--- src/rtl/dimmer_pkg.sv ---
// constants and types shared by the pulse-count dimmer logic
package dimmer_pkg;

  // ==========================================================
  // clock and timing
  localparam int unsigned CLK_HZ          = 40_000_000;
  localparam real         SHUTDOWN_LOW_MS = 1.5;
  localparam real         GLITCH_LOW_US   = 0.2;
  // least times round up
  localparam int unsigned SHUTDOWN_CYCLES =
    int'($ceil(SHUTDOWN_LOW_MS * CLK_HZ / 1000.0));
  localparam int unsigned GLITCH_CYCLES_R =
    int'($ceil(GLITCH_LOW_US * CLK_HZ / 1_000_000.0));
  localparam int unsigned GLITCH_CYCLES   =
    (GLITCH_CYCLES_R < 1) ? 1 : GLITCH_CYCLES_R;

  localparam int          CNT_W = 17;
  localparam logic [CNT_W-1:0] CNT_ZERO = 17'h00000;
  localparam logic [CNT_W-1:0] CNT_ONE  = 17'h00001;

  // ==========================================================
  // gain steps: step 0 is full scale (132), each step halves
  localparam int          STEP_W    = 3;
  localparam logic [STEP_W-1:0] STEP_FULL = 3'h0;
  localparam logic [STEP_W-1:0] STEP_LAST = 3'h5;
  localparam logic [STEP_W-1:0] STEP_ONE  = 3'h1;
  localparam int          CH_N      = 4;

  // gain codes in eighths of a unit: 132 x 8 = 1056
  localparam int          GAIN_W = 11;
  localparam logic [GAIN_W-1:0] GAIN_FULL_X8 = 11'h420;

  // ==========================================================
  // pump modes; the step-up request is analog-side, the mode register steps here
  typedef enum logic [1:0] {
    PUMP_1X, PUMP_1P33X, PUMP_1P5X, PUMP_2X
  } pump_mode_t;

  typedef enum logic [1:0] {
    ST_SHUTDOWN, ST_ACTIVE, ST_THERMAL
  } run_state_t;

endpackage : dimmer_pkg

--- src/rtl/pulse_count_led_dimmer.sv ---
// enable/dim pulse counter, gain select and protection control
`timescale 1ns/1ps

// ==========================================================
// overview
// the host pin is both enable and dimming strobe. the first
// accepted rise out of shutdown turns the driver on at full
// gain; every later rise in active after a long-enough low steps the
// gain down one halving, wrapping after the last step.
// a low that lasts the shutdown count drops the driver to
// shutdown and clears the step, so the next enable is full.
// the analog senses arrive as raw levels; each one passes
// three flops and is taken only when the last two agree, so
// a single metastable sample can never move the state.
// the price is about four cycles of latency on every sense,
// far below any time the host or the analog side cares about.
// the pump is held in 1x from one cycle after the outputs go off, so a
// restart out of shutdown or thermal always begins at 1x.
// limitation: the glitch filter measures the low time after
// synchronisation, so it is exact only to one clock cycle.

module pulse_count_led_dimmer
  import dimmer_pkg::*;
(
  // clock, reset, enable
  input  wire logic              core_clk,
  input  wire logic              rstn,
  input  wire logic              clk_en,
  // host pin
  input  wire logic              enable_dim_input,
  // analog sense inputs (asynchronous levels)
  input  wire logic [CH_N-1:0]   channel_open,
  input  wire logic              overvoltage,
  input  wire logic              over_temp,
  input  wire logic              temp_recovered,
  input  wire logic              mode_step_up,
  // outputs
  output logic                   driver_enabled,
  output logic [STEP_W-1:0]      gain_step,
  output logic [GAIN_W-1:0]      gain_x8,
  output logic [CH_N-1:0]        channel_regulate,
  output pump_mode_t             pump_mode,
  output logic                   mode_restart
);

  // ==========================================================
  // state record
  typedef struct packed {
    logic [2:0]        pin_sync;
    logic              pin;
    logic [CH_N-1:0]   open_s1, open_s2, open_s3, open_q;
    logic [2:0]        ov_sync, ot_sync, rec_sync, up_sync;
    logic              ov, ot, rec, up, up_prev;
    logic [CNT_W-1:0]  low_cnt;
    logic              enabled;
    run_state_t        run;
    logic [STEP_W-1:0] step;
    pump_mode_t        mode;
    logic              restart;
    logic [GAIN_W-1:0] gain;
    logic [CH_N-1:0]   regulate;
  } state_t;

  state_t cur;
  state_t next_cur;

  // ==========================================================
  // helpers
  function automatic logic [GAIN_W-1:0] gain_of(
    input logic [STEP_W-1:0] s);
    gain_of = GAIN_FULL_X8 >> s;
  endfunction : gain_of

  // a change counts once stages two and three agree
  function automatic logic agree(input logic [2:0] sh, input logic old);
    agree = (sh[1] == sh[2]) ? sh[2] : old;
  endfunction : agree

  // true in the only state where current may flow
  function automatic logic is_on(input run_state_t r);
    is_on = (r == ST_ACTIVE);
  endfunction : is_on

  // low-time counter has reached the shutdown count
  function automatic logic long_low(input logic [CNT_W-1:0] c);
    long_low = (c == SHUTDOWN_CYCLES[CNT_W-1:0]);
  endfunction : long_low

  // ==========================================================
  // next state
  always_comb begin
    logic pin_new;
    logic rise;
    pin_new  = 1'b0;
    rise     = 1'b0;
    next_cur = cur;
    next_cur.pin_sync = {cur.pin_sync[1:0], enable_dim_input};
    next_cur.ov_sync  = {cur.ov_sync[1:0], overvoltage};
    next_cur.ot_sync  = {cur.ot_sync[1:0], over_temp};
    next_cur.rec_sync = {cur.rec_sync[1:0], temp_recovered};
    next_cur.up_sync  = {cur.up_sync[1:0], mode_step_up};
    next_cur.open_s1  = channel_open;
    next_cur.open_s2  = cur.open_s1;
    next_cur.open_s3  = cur.open_s2;
    for (int i = 0; i < CH_N; i++) begin
      if (cur.open_s2[i] == cur.open_s3[i]) begin
        next_cur.open_q[i] = cur.open_s3[i];
      end
    end
    next_cur.ov  = agree(cur.ov_sync, cur.ov);
    next_cur.ot  = agree(cur.ot_sync, cur.ot);
    next_cur.rec = agree(cur.rec_sync, cur.rec);
    next_cur.up  = agree(cur.up_sync, cur.up);
    next_cur.up_prev = cur.up;
    pin_new = agree(cur.pin_sync, cur.pin);
    next_cur.pin = pin_new;
    rise = pin_new & ~cur.pin;

    // low-time counter saturates at the shutdown count
    if (pin_new) begin
      next_cur.low_cnt = CNT_ZERO;
    end else if (!long_low(cur.low_cnt)) begin
      next_cur.low_cnt = cur.low_cnt + CNT_ONE;
    end
    // restart is cleared each cycle unless set, so it stays high while overvoltage holds in active, unless all channels are open
    next_cur.restart = 1'b0;

    unique case (cur.run)
      ST_SHUTDOWN: begin
        next_cur.step = STEP_FULL;
        // pump idles in 1x while off
        next_cur.mode = PUMP_1X;
        if (rise) begin
          // a hot die goes straight to thermal, never lit
          next_cur.run  = cur.ot ? ST_THERMAL
                        : ST_ACTIVE;
        end
      end
      ST_ACTIVE: begin
        if (cur.ot) begin
          next_cur.run = ST_THERMAL;
        end else if (long_low(cur.low_cnt)) begin
          next_cur.run  = ST_SHUTDOWN;
          next_cur.step = STEP_FULL;
        end else if (rise &&
                     cur.low_cnt >= GLITCH_CYCLES[CNT_W-1:0]) begin
          // short lows are glitches
          next_cur.step = (cur.step == STEP_LAST) ? STEP_FULL
                        : cur.step + STEP_ONE;
        end
        // pump mode control
        if (&cur.open_q) begin
          next_cur.mode = PUMP_1X;
        end else if (cur.ov) begin
          next_cur.mode    = PUMP_1X;
          next_cur.restart = 1'b1;
        end else if (cur.up && !cur.up_prev && cur.mode != PUMP_2X) begin
          next_cur.mode = pump_mode_t'(cur.mode + 2'h1);
        end
      end
      ST_THERMAL: begin
        // outputs off until the cooled indication
        next_cur.mode = PUMP_1X;
        if (cur.rec && !cur.ot) begin
          next_cur.run  = ST_ACTIVE;
        end
        // a long low still drops to shutdown while hot
        if (long_low(cur.low_cnt)) begin
          next_cur.run  = ST_SHUTDOWN;
          next_cur.step = STEP_FULL;
        end
      end
      default: next_cur.run = ST_SHUTDOWN;
    endcase

    // open channels never regulate
    next_cur.regulate = is_on(next_cur.run)
                      ? ~next_cur.open_q : {CH_N{1'b0}};
    next_cur.gain = is_on(next_cur.run)
                  ? gain_of(next_cur.step) : 11'h000;
    // enable is its own flop so the output never glitches
    next_cur.enabled  = is_on(next_cur.run);
  end

  // ==========================================================
  // registers; clock enable freezes everything
  // reset lands in shutdown with the pump parked in 1x, and
  // every sense flop cleared so no false edge follows release
  always_ff @(posedge core_clk or negedge rstn) begin
    if (!rstn) begin
      cur      <= '0;
      cur.run  <= ST_SHUTDOWN;
      cur.mode <= PUMP_1X;
    end else if (clk_en) begin
      cur <= next_cur;
    end
  end

  // outputs straight from flops; no decode after the state
  // register, so downstream analog never sees a decode hazard
  assign driver_enabled   = cur.enabled;
  assign gain_step        = cur.step;
  assign gain_x8          = cur.gain;
  assign channel_regulate = cur.regulate;
  assign pump_mode        = cur.mode;
  assign mode_restart     = cur.restart;

endmodule : pulse_count_led_dimmer

--- config.mk ---
export PLATFORM = sky130hd
export DESIGN_NAME = pulse_count_led_dimmer
export DESIGN_NICKNAME = d
export VERILOG_FILES = /design/src/rtl/dimmer_pkg.sv /design/src/rtl/pulse_count_led_dimmer.sv
export SDC_FILE = /design/constraint.sdc
export NUM_CORES = 1
export LEC_CHECK = 0
export BUFFER_PORTS_ARGS = -buffer_cell sky130_fd_sc_hd__clkbuf_2
export CAP_MARGIN = 30
export CORE_UTILIZATION = 50
export DETAILED_ROUTE_END_ITERATION = 6
export PLACE_DENSITY = 0.69
export SYNTH_ARGS = -nofsm -noshare
export SYNTH_HDL_FRONTEND = slang
export SYNTH_SLANG_ARGS = --single-unit
--- constraint.sdc ---
create_clock -name core_clk -period 3.6 [get_ports core_clk]
set_input_delay 0.54 -clock core_clk [delete_from_list [all_inputs] [get_ports core_clk]]
set_output_delay 0.54 -clock core_clk [all_outputs]
set_load 0.01 [all_outputs]
==> metrics, run 1 <==
status=finished clean; WL final=6.316 mm; min Tclk post-route=roughly 2500 ps; reg2reg end=gain_x8[6]; crit path to=gain_x8[6]; synthesis-to-layout area growth=7.979%; Syn Inst Count=~350; Hold WS=around 190 ps; Die Width=88.40 um; min-delay worst type=in2async; top-level I/O count=34; Worst R2R Setup Slack=1150 ps; EDFF count, synth=0; crit path capture type=register; FF+latch count, synth=76; Final period util=between 60% and 70%; Final Slew Violations=0; crit path DAT=2660 ps; Yosys warnings=0; synthesized cell area=roughly 3700 um^2; RR Startpoint=cur[24]; CP Max Fanout=14; vias in the first global route=between 2000 and 2500; CP cell instances=inv_1 -> ha_1 -> and4b_1 -> nand4_1 -> or2_4 -> mux2_2 -> a31oi_4 -> or2_1 -> o32ai_2; row count=31; Clock Latency Late Sink=~350 ps; GRT met1 Usage=24.50%; Tot GR Track Use=18.45%; syn avg cell area=about 11 um^2; GR Util met2=28.53%; CP max-delay cell=dfrtp_1; Wirelength per Cell=13.44 um; area of the multi-input gates=between 1500 and 2000 um^2; Nets=381; fin cells=470; DIE AREA=around 7800 um^2; Crit Path Class=reg2reg; vias per cell=between 5 and 6; gr busiest metal=met2; antenna-violating nets left=0; final worst setup slack=~1100 ps; met3 usage=slightly below 5%; fillers=648; Iteration-0 DRC Markers=between 150 and 200; FF-to-FF path depth=9; clock-pin slew on the worst setup and hold paths=about 80 ps; CTS Sinks=76; Core Area=between 7000 and 8000 um^2; clock buffer depth=2; FMAX=just over 0.4 GHz; # resized after CTS=0; CTS Root Cell=clkbuf_8; CTS Buf Count=9; Die H=88.40 um; max incr delay on CP=400 ps; Worst-Margin Slew=between 700 and 800 ps; first-pass GRT wire length=10.87 mm; Synthesized Nets=about 370; PwrDens=between 500 and 600 nW/um^2; port bufs=33; setup violators final=0; Async SR Flop Fraction=100.0%; H-tree Lvls=3; worst vdd ir=roughly 0.35 mV; largest net degree at the start of global routing=77; Post-CTS Hold Fix Bufs=0; hpwl dp=about 4.3 mm; Antenna Diode Count=0; origin of the worst setup path=cur[24]; Worst setup SP type=register; pre-CTS setup slack=between 1000 and 1500 ps; RSZ-0062 raised after global routing=no; prevailing post-synth register cell=dfrtp_1; clock skew=7.188 ps; Unique masters post-synth=48; share of layout cells above drive strength 1=25.07%; final routed DRC violation total=0; GRT Residual Overflow=0; required time of the worst setup path=~3800 ps; starting density of the core=between 50% and 60%; Setup Buffers After CTS=0; Hold Vio Cnt, Final=0; storage element area=1902 um^2; Post-Place Cells=453; routability congestion estimate=0.8045; post-synthesis sequential area ratio=~51%; MaxCap Viol Count=0; Leakage=roughly 1.8 nW; via count=2511; PnR Total Power=~0.0021 W; Slew HR=50.94%; initial antenna violation count=0; drt first pass iters=4; setup TNS=0 ps; CTS tree=done
[Yosys cell counts, types with 2 or more instances]
cell | n | area share (%)
dfrtp_1 | 76 | 51
mux2_2 | 32 | 9.7
nor2_1 | 31 | 3.1
inv_1 | 23 | 2.3
a21oi_1 | 22 | 3.0
buf_4 | 20 | 4.0
nand2_1 | 16 | 1.6
o21ai_0 | 14 | 1.9
nand2b_1 | 13 | 2.2
o22ai_1 | 13 | 2.2
nand4_1 | 10 | 1.7
clkbuf_1 | 8 | 0.80
nand3_1 | 8 | 1.1
xor2_1 | 8 | 1.9
maj3_1 | 5 | 1.3
nor3_1 | 5 | 0.67
a31oi_1 | 3 | 0.50
and3_1 | 3 | 0.50
buf_1 | 3 | 0.30
ha_1 | 3 | 1.0
nor4_1 | 3 | 0.50
or3_1 | 3 | 0.50
xnor2_1 | 3 | 0.70
buf_2 | 2 | 0.27
mux2i_1 | 2 | 0.54
o31ai_1 | 2 | 0.40
[area by class of cell]
type                       instances  share of cell area [%]
clock buffer                       9                   3.074
tap                               99                   3.074
inverter                          23                   2.142
multi-input combinational        220                   38.00
sequential                        76                   47.19
timing repair buffer              36                   5.216
clock inverter                     7                   1.304
[cells in the final DEF, fill, tap and decap left out, types with 2 or more instances in the layout]
cell type / instances
dfrtp_1: 76
mux2_2: 32
clkbuf_2: 32
nor2_1: 31
inv_1: 23
a21oi_1: 22
nand2_1: 16
o21ai_0: 14
nand2b_1: 13
o22ai_1: 13
nand4_1: 10
clkbuf_8: 9
nand3_1: 8
xor2_1: 8
maj3_1: 5
nor3_1: 5
and3_1: 3
or3_1: 3
xnor2_1: 3
a31oi_1: 3
nor4_1: 3
ha_1: 3
clkinv_4: 3
buf_4: 3
o31ai_1: 2
mux2i_1: 2
clkinv_2: 2
[logic make-up after synthesis]
| group | Yosys count | share of synthesized area (%) |
|---|---|---|
| simple gates | 102 | 14.21 |
| flops | 76 | 50.96 |
| compound gates | 65 | 11.70 |
| buf+inv | 57 | 8.012 |
| mux | 34 | 10.19 |
| xor+xnor | 11 | 2.581 |
| fa+ha+maj | 8 | 2.347 |
[metrics by stage]
step	util [%]	cell area, um^2
after CTS	55.18	4003
after floorplan	-	3732
after global routing	55.56	4030
final	55.56	4030
after global placement	52.75	3826
after detailed placement	52.75	3826
[flip-flops by register name, indices dropped and copies added, names as in the netlist]
signal and cells:
channel_regulate 4, mode_restart 1, pump_mode 2, gain_x8 9
cur 56, gain_step 3, driver_enabled 1
[power by group]
group,switching (W),internal (W),leakage [nW]
Clock,0.000321,0.000253,0.0896
Sequential,0.000127,0.000990,0.981
Combinational,0.000238,0.000203,0.720
Total,0.000687,0.00145,1.79
[critical path, delay by kind of cell, from the launching register on]
| kind | cells | cell delay, ps |
|---|---|---|
| compound gates | 2 | 430 |
| buf+inv | 1 | 90 |
| mux | 1 | 310 |
| fa+ha+maj | 1 | 140 |
| flops | 1 | 400 |
| simple gates | 4 | 940 |
[worst min path at each step]
stage,from,to,slack [ps]
after floorplan,rstn,channel_regulate[0],240
after global placement,cur[54],cur[44],470
after detailed placement,cur[51],cur[43],480
after CTS,rstn,cur[72],350
after global routing,rstn,cur[72],210
final,rstn,cur[75],190
[routing by layer]
layer  part of all wire (%)  routed length, um  vias up
met3                    3.5                222        8
met1                     48               3039     1222
met2                     47               2960       41
met5                      0                  0        -
met4                    1.5                 93        0
li1                       -                  -     1240
Power figures use the tool's default switching activity.
==> run 2: changes to the inputs <==
--- a/config.mk
+++ b/config.mk
@@ -5,11 +5,12 @@
 export SDC_FILE = /design/constraint.sdc
 export NUM_CORES = 1
 export LEC_CHECK = 0
+export ABC_AREA = 1
 export BUFFER_PORTS_ARGS = -buffer_cell sky130_fd_sc_hd__clkbuf_2
 export CAP_MARGIN = 30
 export CORE_UTILIZATION = 50
 export DETAILED_ROUTE_END_ITERATION = 6
-export PLACE_DENSITY = 0.69
+export PLACE_DENSITY = 0.71
 export SYNTH_ARGS = -nofsm -noshare
 export SYNTH_HDL_FRONTEND = slang
 export SYNTH_SLANG_ARGS = --single-unit
==> constraint.sdc (replaced) <==
create_clock -name core_clk -period 2.1 [get_ports core_clk]
set_input_delay 0.315 -clock core_clk [delete_from_list [all_inputs] [get_ports core_clk]]
set_output_delay 0.315 -clock core_clk [all_outputs]
set_load 0.01 [all_outputs]
==> run 2 against run 1 <==
Effect of this change:
- wire length up 15%
- register-to-register slack worse by 900 ps
- utilization up 2.5 points
- critical path depth increased by 3
- sequential share of layout area is 2.9 points lower
- via count up 19%
- combinational power increased by 97%
- first-iteration DRC count rose by 8.2%
- critical path type unchanged
- non-clock buffer count up 3
- synthesized area grew 4.5%
- synthesized cell count grew 34%
- clock-buffer cell count unchanged
==> metrics, run 2 <==
vias per cell=5.052; setup violators final=0; CP Max Fanout=15; top-level I/O count=34; setup TNS=0 ps; final core utilization=between 50% and 60%; synthesized cell area=3901 um^2; max reg flops=56; Hold Vio Cnt, Final=0; FF+latch count, synth=76; MaxCap Viol Count=0; Syn Inst Count=~470; clock buffer depth=2; commonest non-fill, non-tap cell in the layout=nand2_1; post-synthesis sequential area ratio=48.75%; worst vdd ir=0.4684 mV; prevailing post-synth register cell=dfrtp_1; PwrDens=973.3 nW/um^2; Async SR Flop Fraction=100.0%; via count=2991; Synth area leader=dfrtp_1; top post-synthesis cells by area=dfrtp_1 49%, nand2_1 13%, o21ai_0 5.0%; Yosys warnings=0; Die Width=roughly 90 um; drt first pass iters=5; fin cells=slightly below 600; Final Slew Violations=0; port bufs=33; Final period util=approximately nine tenths; Slew HR=68.99%; synthesis-to-layout area growth=10.17%; crit path capture type=register; clock-pin slew on the worst setup and hold paths=~90 ps; status=finished clean; Die H=between 90 and 100 um; vias in the first global route=about 2800; share of layout cells above drive strength 1=18.26%; H-tree Lvls=3; initial antenna violation count=0; WL final=7.239 mm; min Tclk post-route=1850 ps; CTS Sinks=between 70 and 80; required time of the worst setup path=~2300 ps; syn avg cell area=just over 8 um^2; Iteration-0 DRC Markers=198; Wirelength per Cell=12.23 um; CTS Buf Count=9; most common cell in the netlist=nand2_1; fillers=around 670; Worst-Margin Slew=between 400 and 500 ps; Tot GR Track Use=between 10% and 20%; hpwl dp=approximately 5 mm; Post-synth top cells=138 x nand2_1, 76 x dfrtp_1, 42 x inv_1; Clock Latency Late Sink=350 ps; clock skew=roughly 14 ps; crit path DAT=~2100 ps; routability congestion estimate=approximately 0.9; first-pass GRT wire length=between 10 and 15 mm; row count=31; Core Area=between 7000 and 8000 um^2; EDFF count, synth=0; CTS tree=done; Post-Place Cells=about 580; starting density of the core=approximately 53%; final routed DRC violation total=0; Worst setup SP type=register; min-delay worst type=in2reg; Crit Path Class=reg2reg; Nets=504; FMAX=0.5405 GHz; Hold WS=164.8 ps; antenna-violating nets left=0; GRT Residual Overflow=0; Biggest register=cur; DIE AREA=8160 um^2; most frequent cells in the layout=138 x nand2_1, 76 x dfrtp_1, 42 x inv_1, 39 x o21ai_0, 32 x clkbuf_2; CTS Root Cell=clkbuf_8; # resized after CTS=0; Leakage=around 2.1 nW; top-area cell type share of the netlist area=roughly half; Antenna Diode Count=0; RSZ-0062 raised after global routing=no; Unique masters post-synth=39; Synthesized Nets=487; largest net degree at the start of global routing=46
[run 2: cells by family (layout without fill, tap and decap cells)]
family / after synthesis / after routing / share of synthesized area, %
compound gates: 67 / 67 / 10.39
fa+ha+maj: 6 / 6 / 1.732
buf+inv: 84 / 105 / 10.52
xor+xnor: 8 / 8 / 1.796
flops: 76 / 76 / 48.75
simple gates: 231 / 231 / 26.81
[run 2: power breakdown]
group	leakage, nW	switching, W	internal (W)	total [W]
clock	0.129	0.000532	0.000907	0.00144
sequential	0.998	0.000182	0.00169	0.00187
combinational	1.01	0.000575	0.000297	0.000872
[run 2: metal layers]
metal	up-vias	share of wire, %	track usage, %
met5	-	0	0
met4	0	1.3	6.586
met3	6	3.9	4.461
met2	75	45	30.47
met1	1374	50	27.89
li1	1536	-	-
[run 2: final cells by class]
| cell class | count | area (um^2) | share of cell area, % |
|---|---|---|---|
| Tap cell | 99 | 123.9 | 2.882 |
| Clock inverter | 6 | 137.6 | 3.202 |
| Multi-Input combinational cell | 312 | 1589 | 36.97 |
| Clock buffer | 9 | 123.9 | 2.882 |
| Inverter | 51 | 193.9 | 4.512 |
| Sequential cell | 76 | 1902 | 44.25 |
| Timing Repair Buffer | 39 | 227.7 | 5.298 |
[run 2: final timing paths]
kind                                 start  endpoint  slack (ps)  depth (start not counted)
max                                cur[24]   cur[28]         250                         12
min                        channel_open[3]   cur[73]         160                          3
max reg2reg                        cur[24]   cur[28]         250                         12
min reg2reg                        cur[53]   cur[53]         470                          2
max in group asynchronous             rstn   cur[56]        1110                          3
min in group asynchronous             rstn   cur[38]         450                          2
[run 2: worst max-delay path, stage by stage, from the launching register on]
cell and delay [ps]:
dfrtp_1 430, inv_1 90, ha_1 200, nand4_1 90, nor2_1 60, nand2_2 100
nand2_2 70, nand2_4 160, inv_4 110, nor3_2 150, nand2_1 90, o21ai_1 120
a21oi_1 50
[run 2: timing repair]
item | CTS | global route
hold endpoints to repair | 32 | 0
buffers inserted | 0 | 0
hold buffers | 1 | 0
[run 2: per-stage QoR]
stage	setup WS [ps]	power [W]	cell area (um^2)
2_1_floorplan	559.6	0.002579	3901
6_report	249.8	0.004183	4298
3_3_place_gp	352.4	0.002750	4026
4_1_cts	257.9	0.004227	4298
5_1_grt	68.11	0.004447	4298
3_5_place_dp	288.9	0.002774	4026
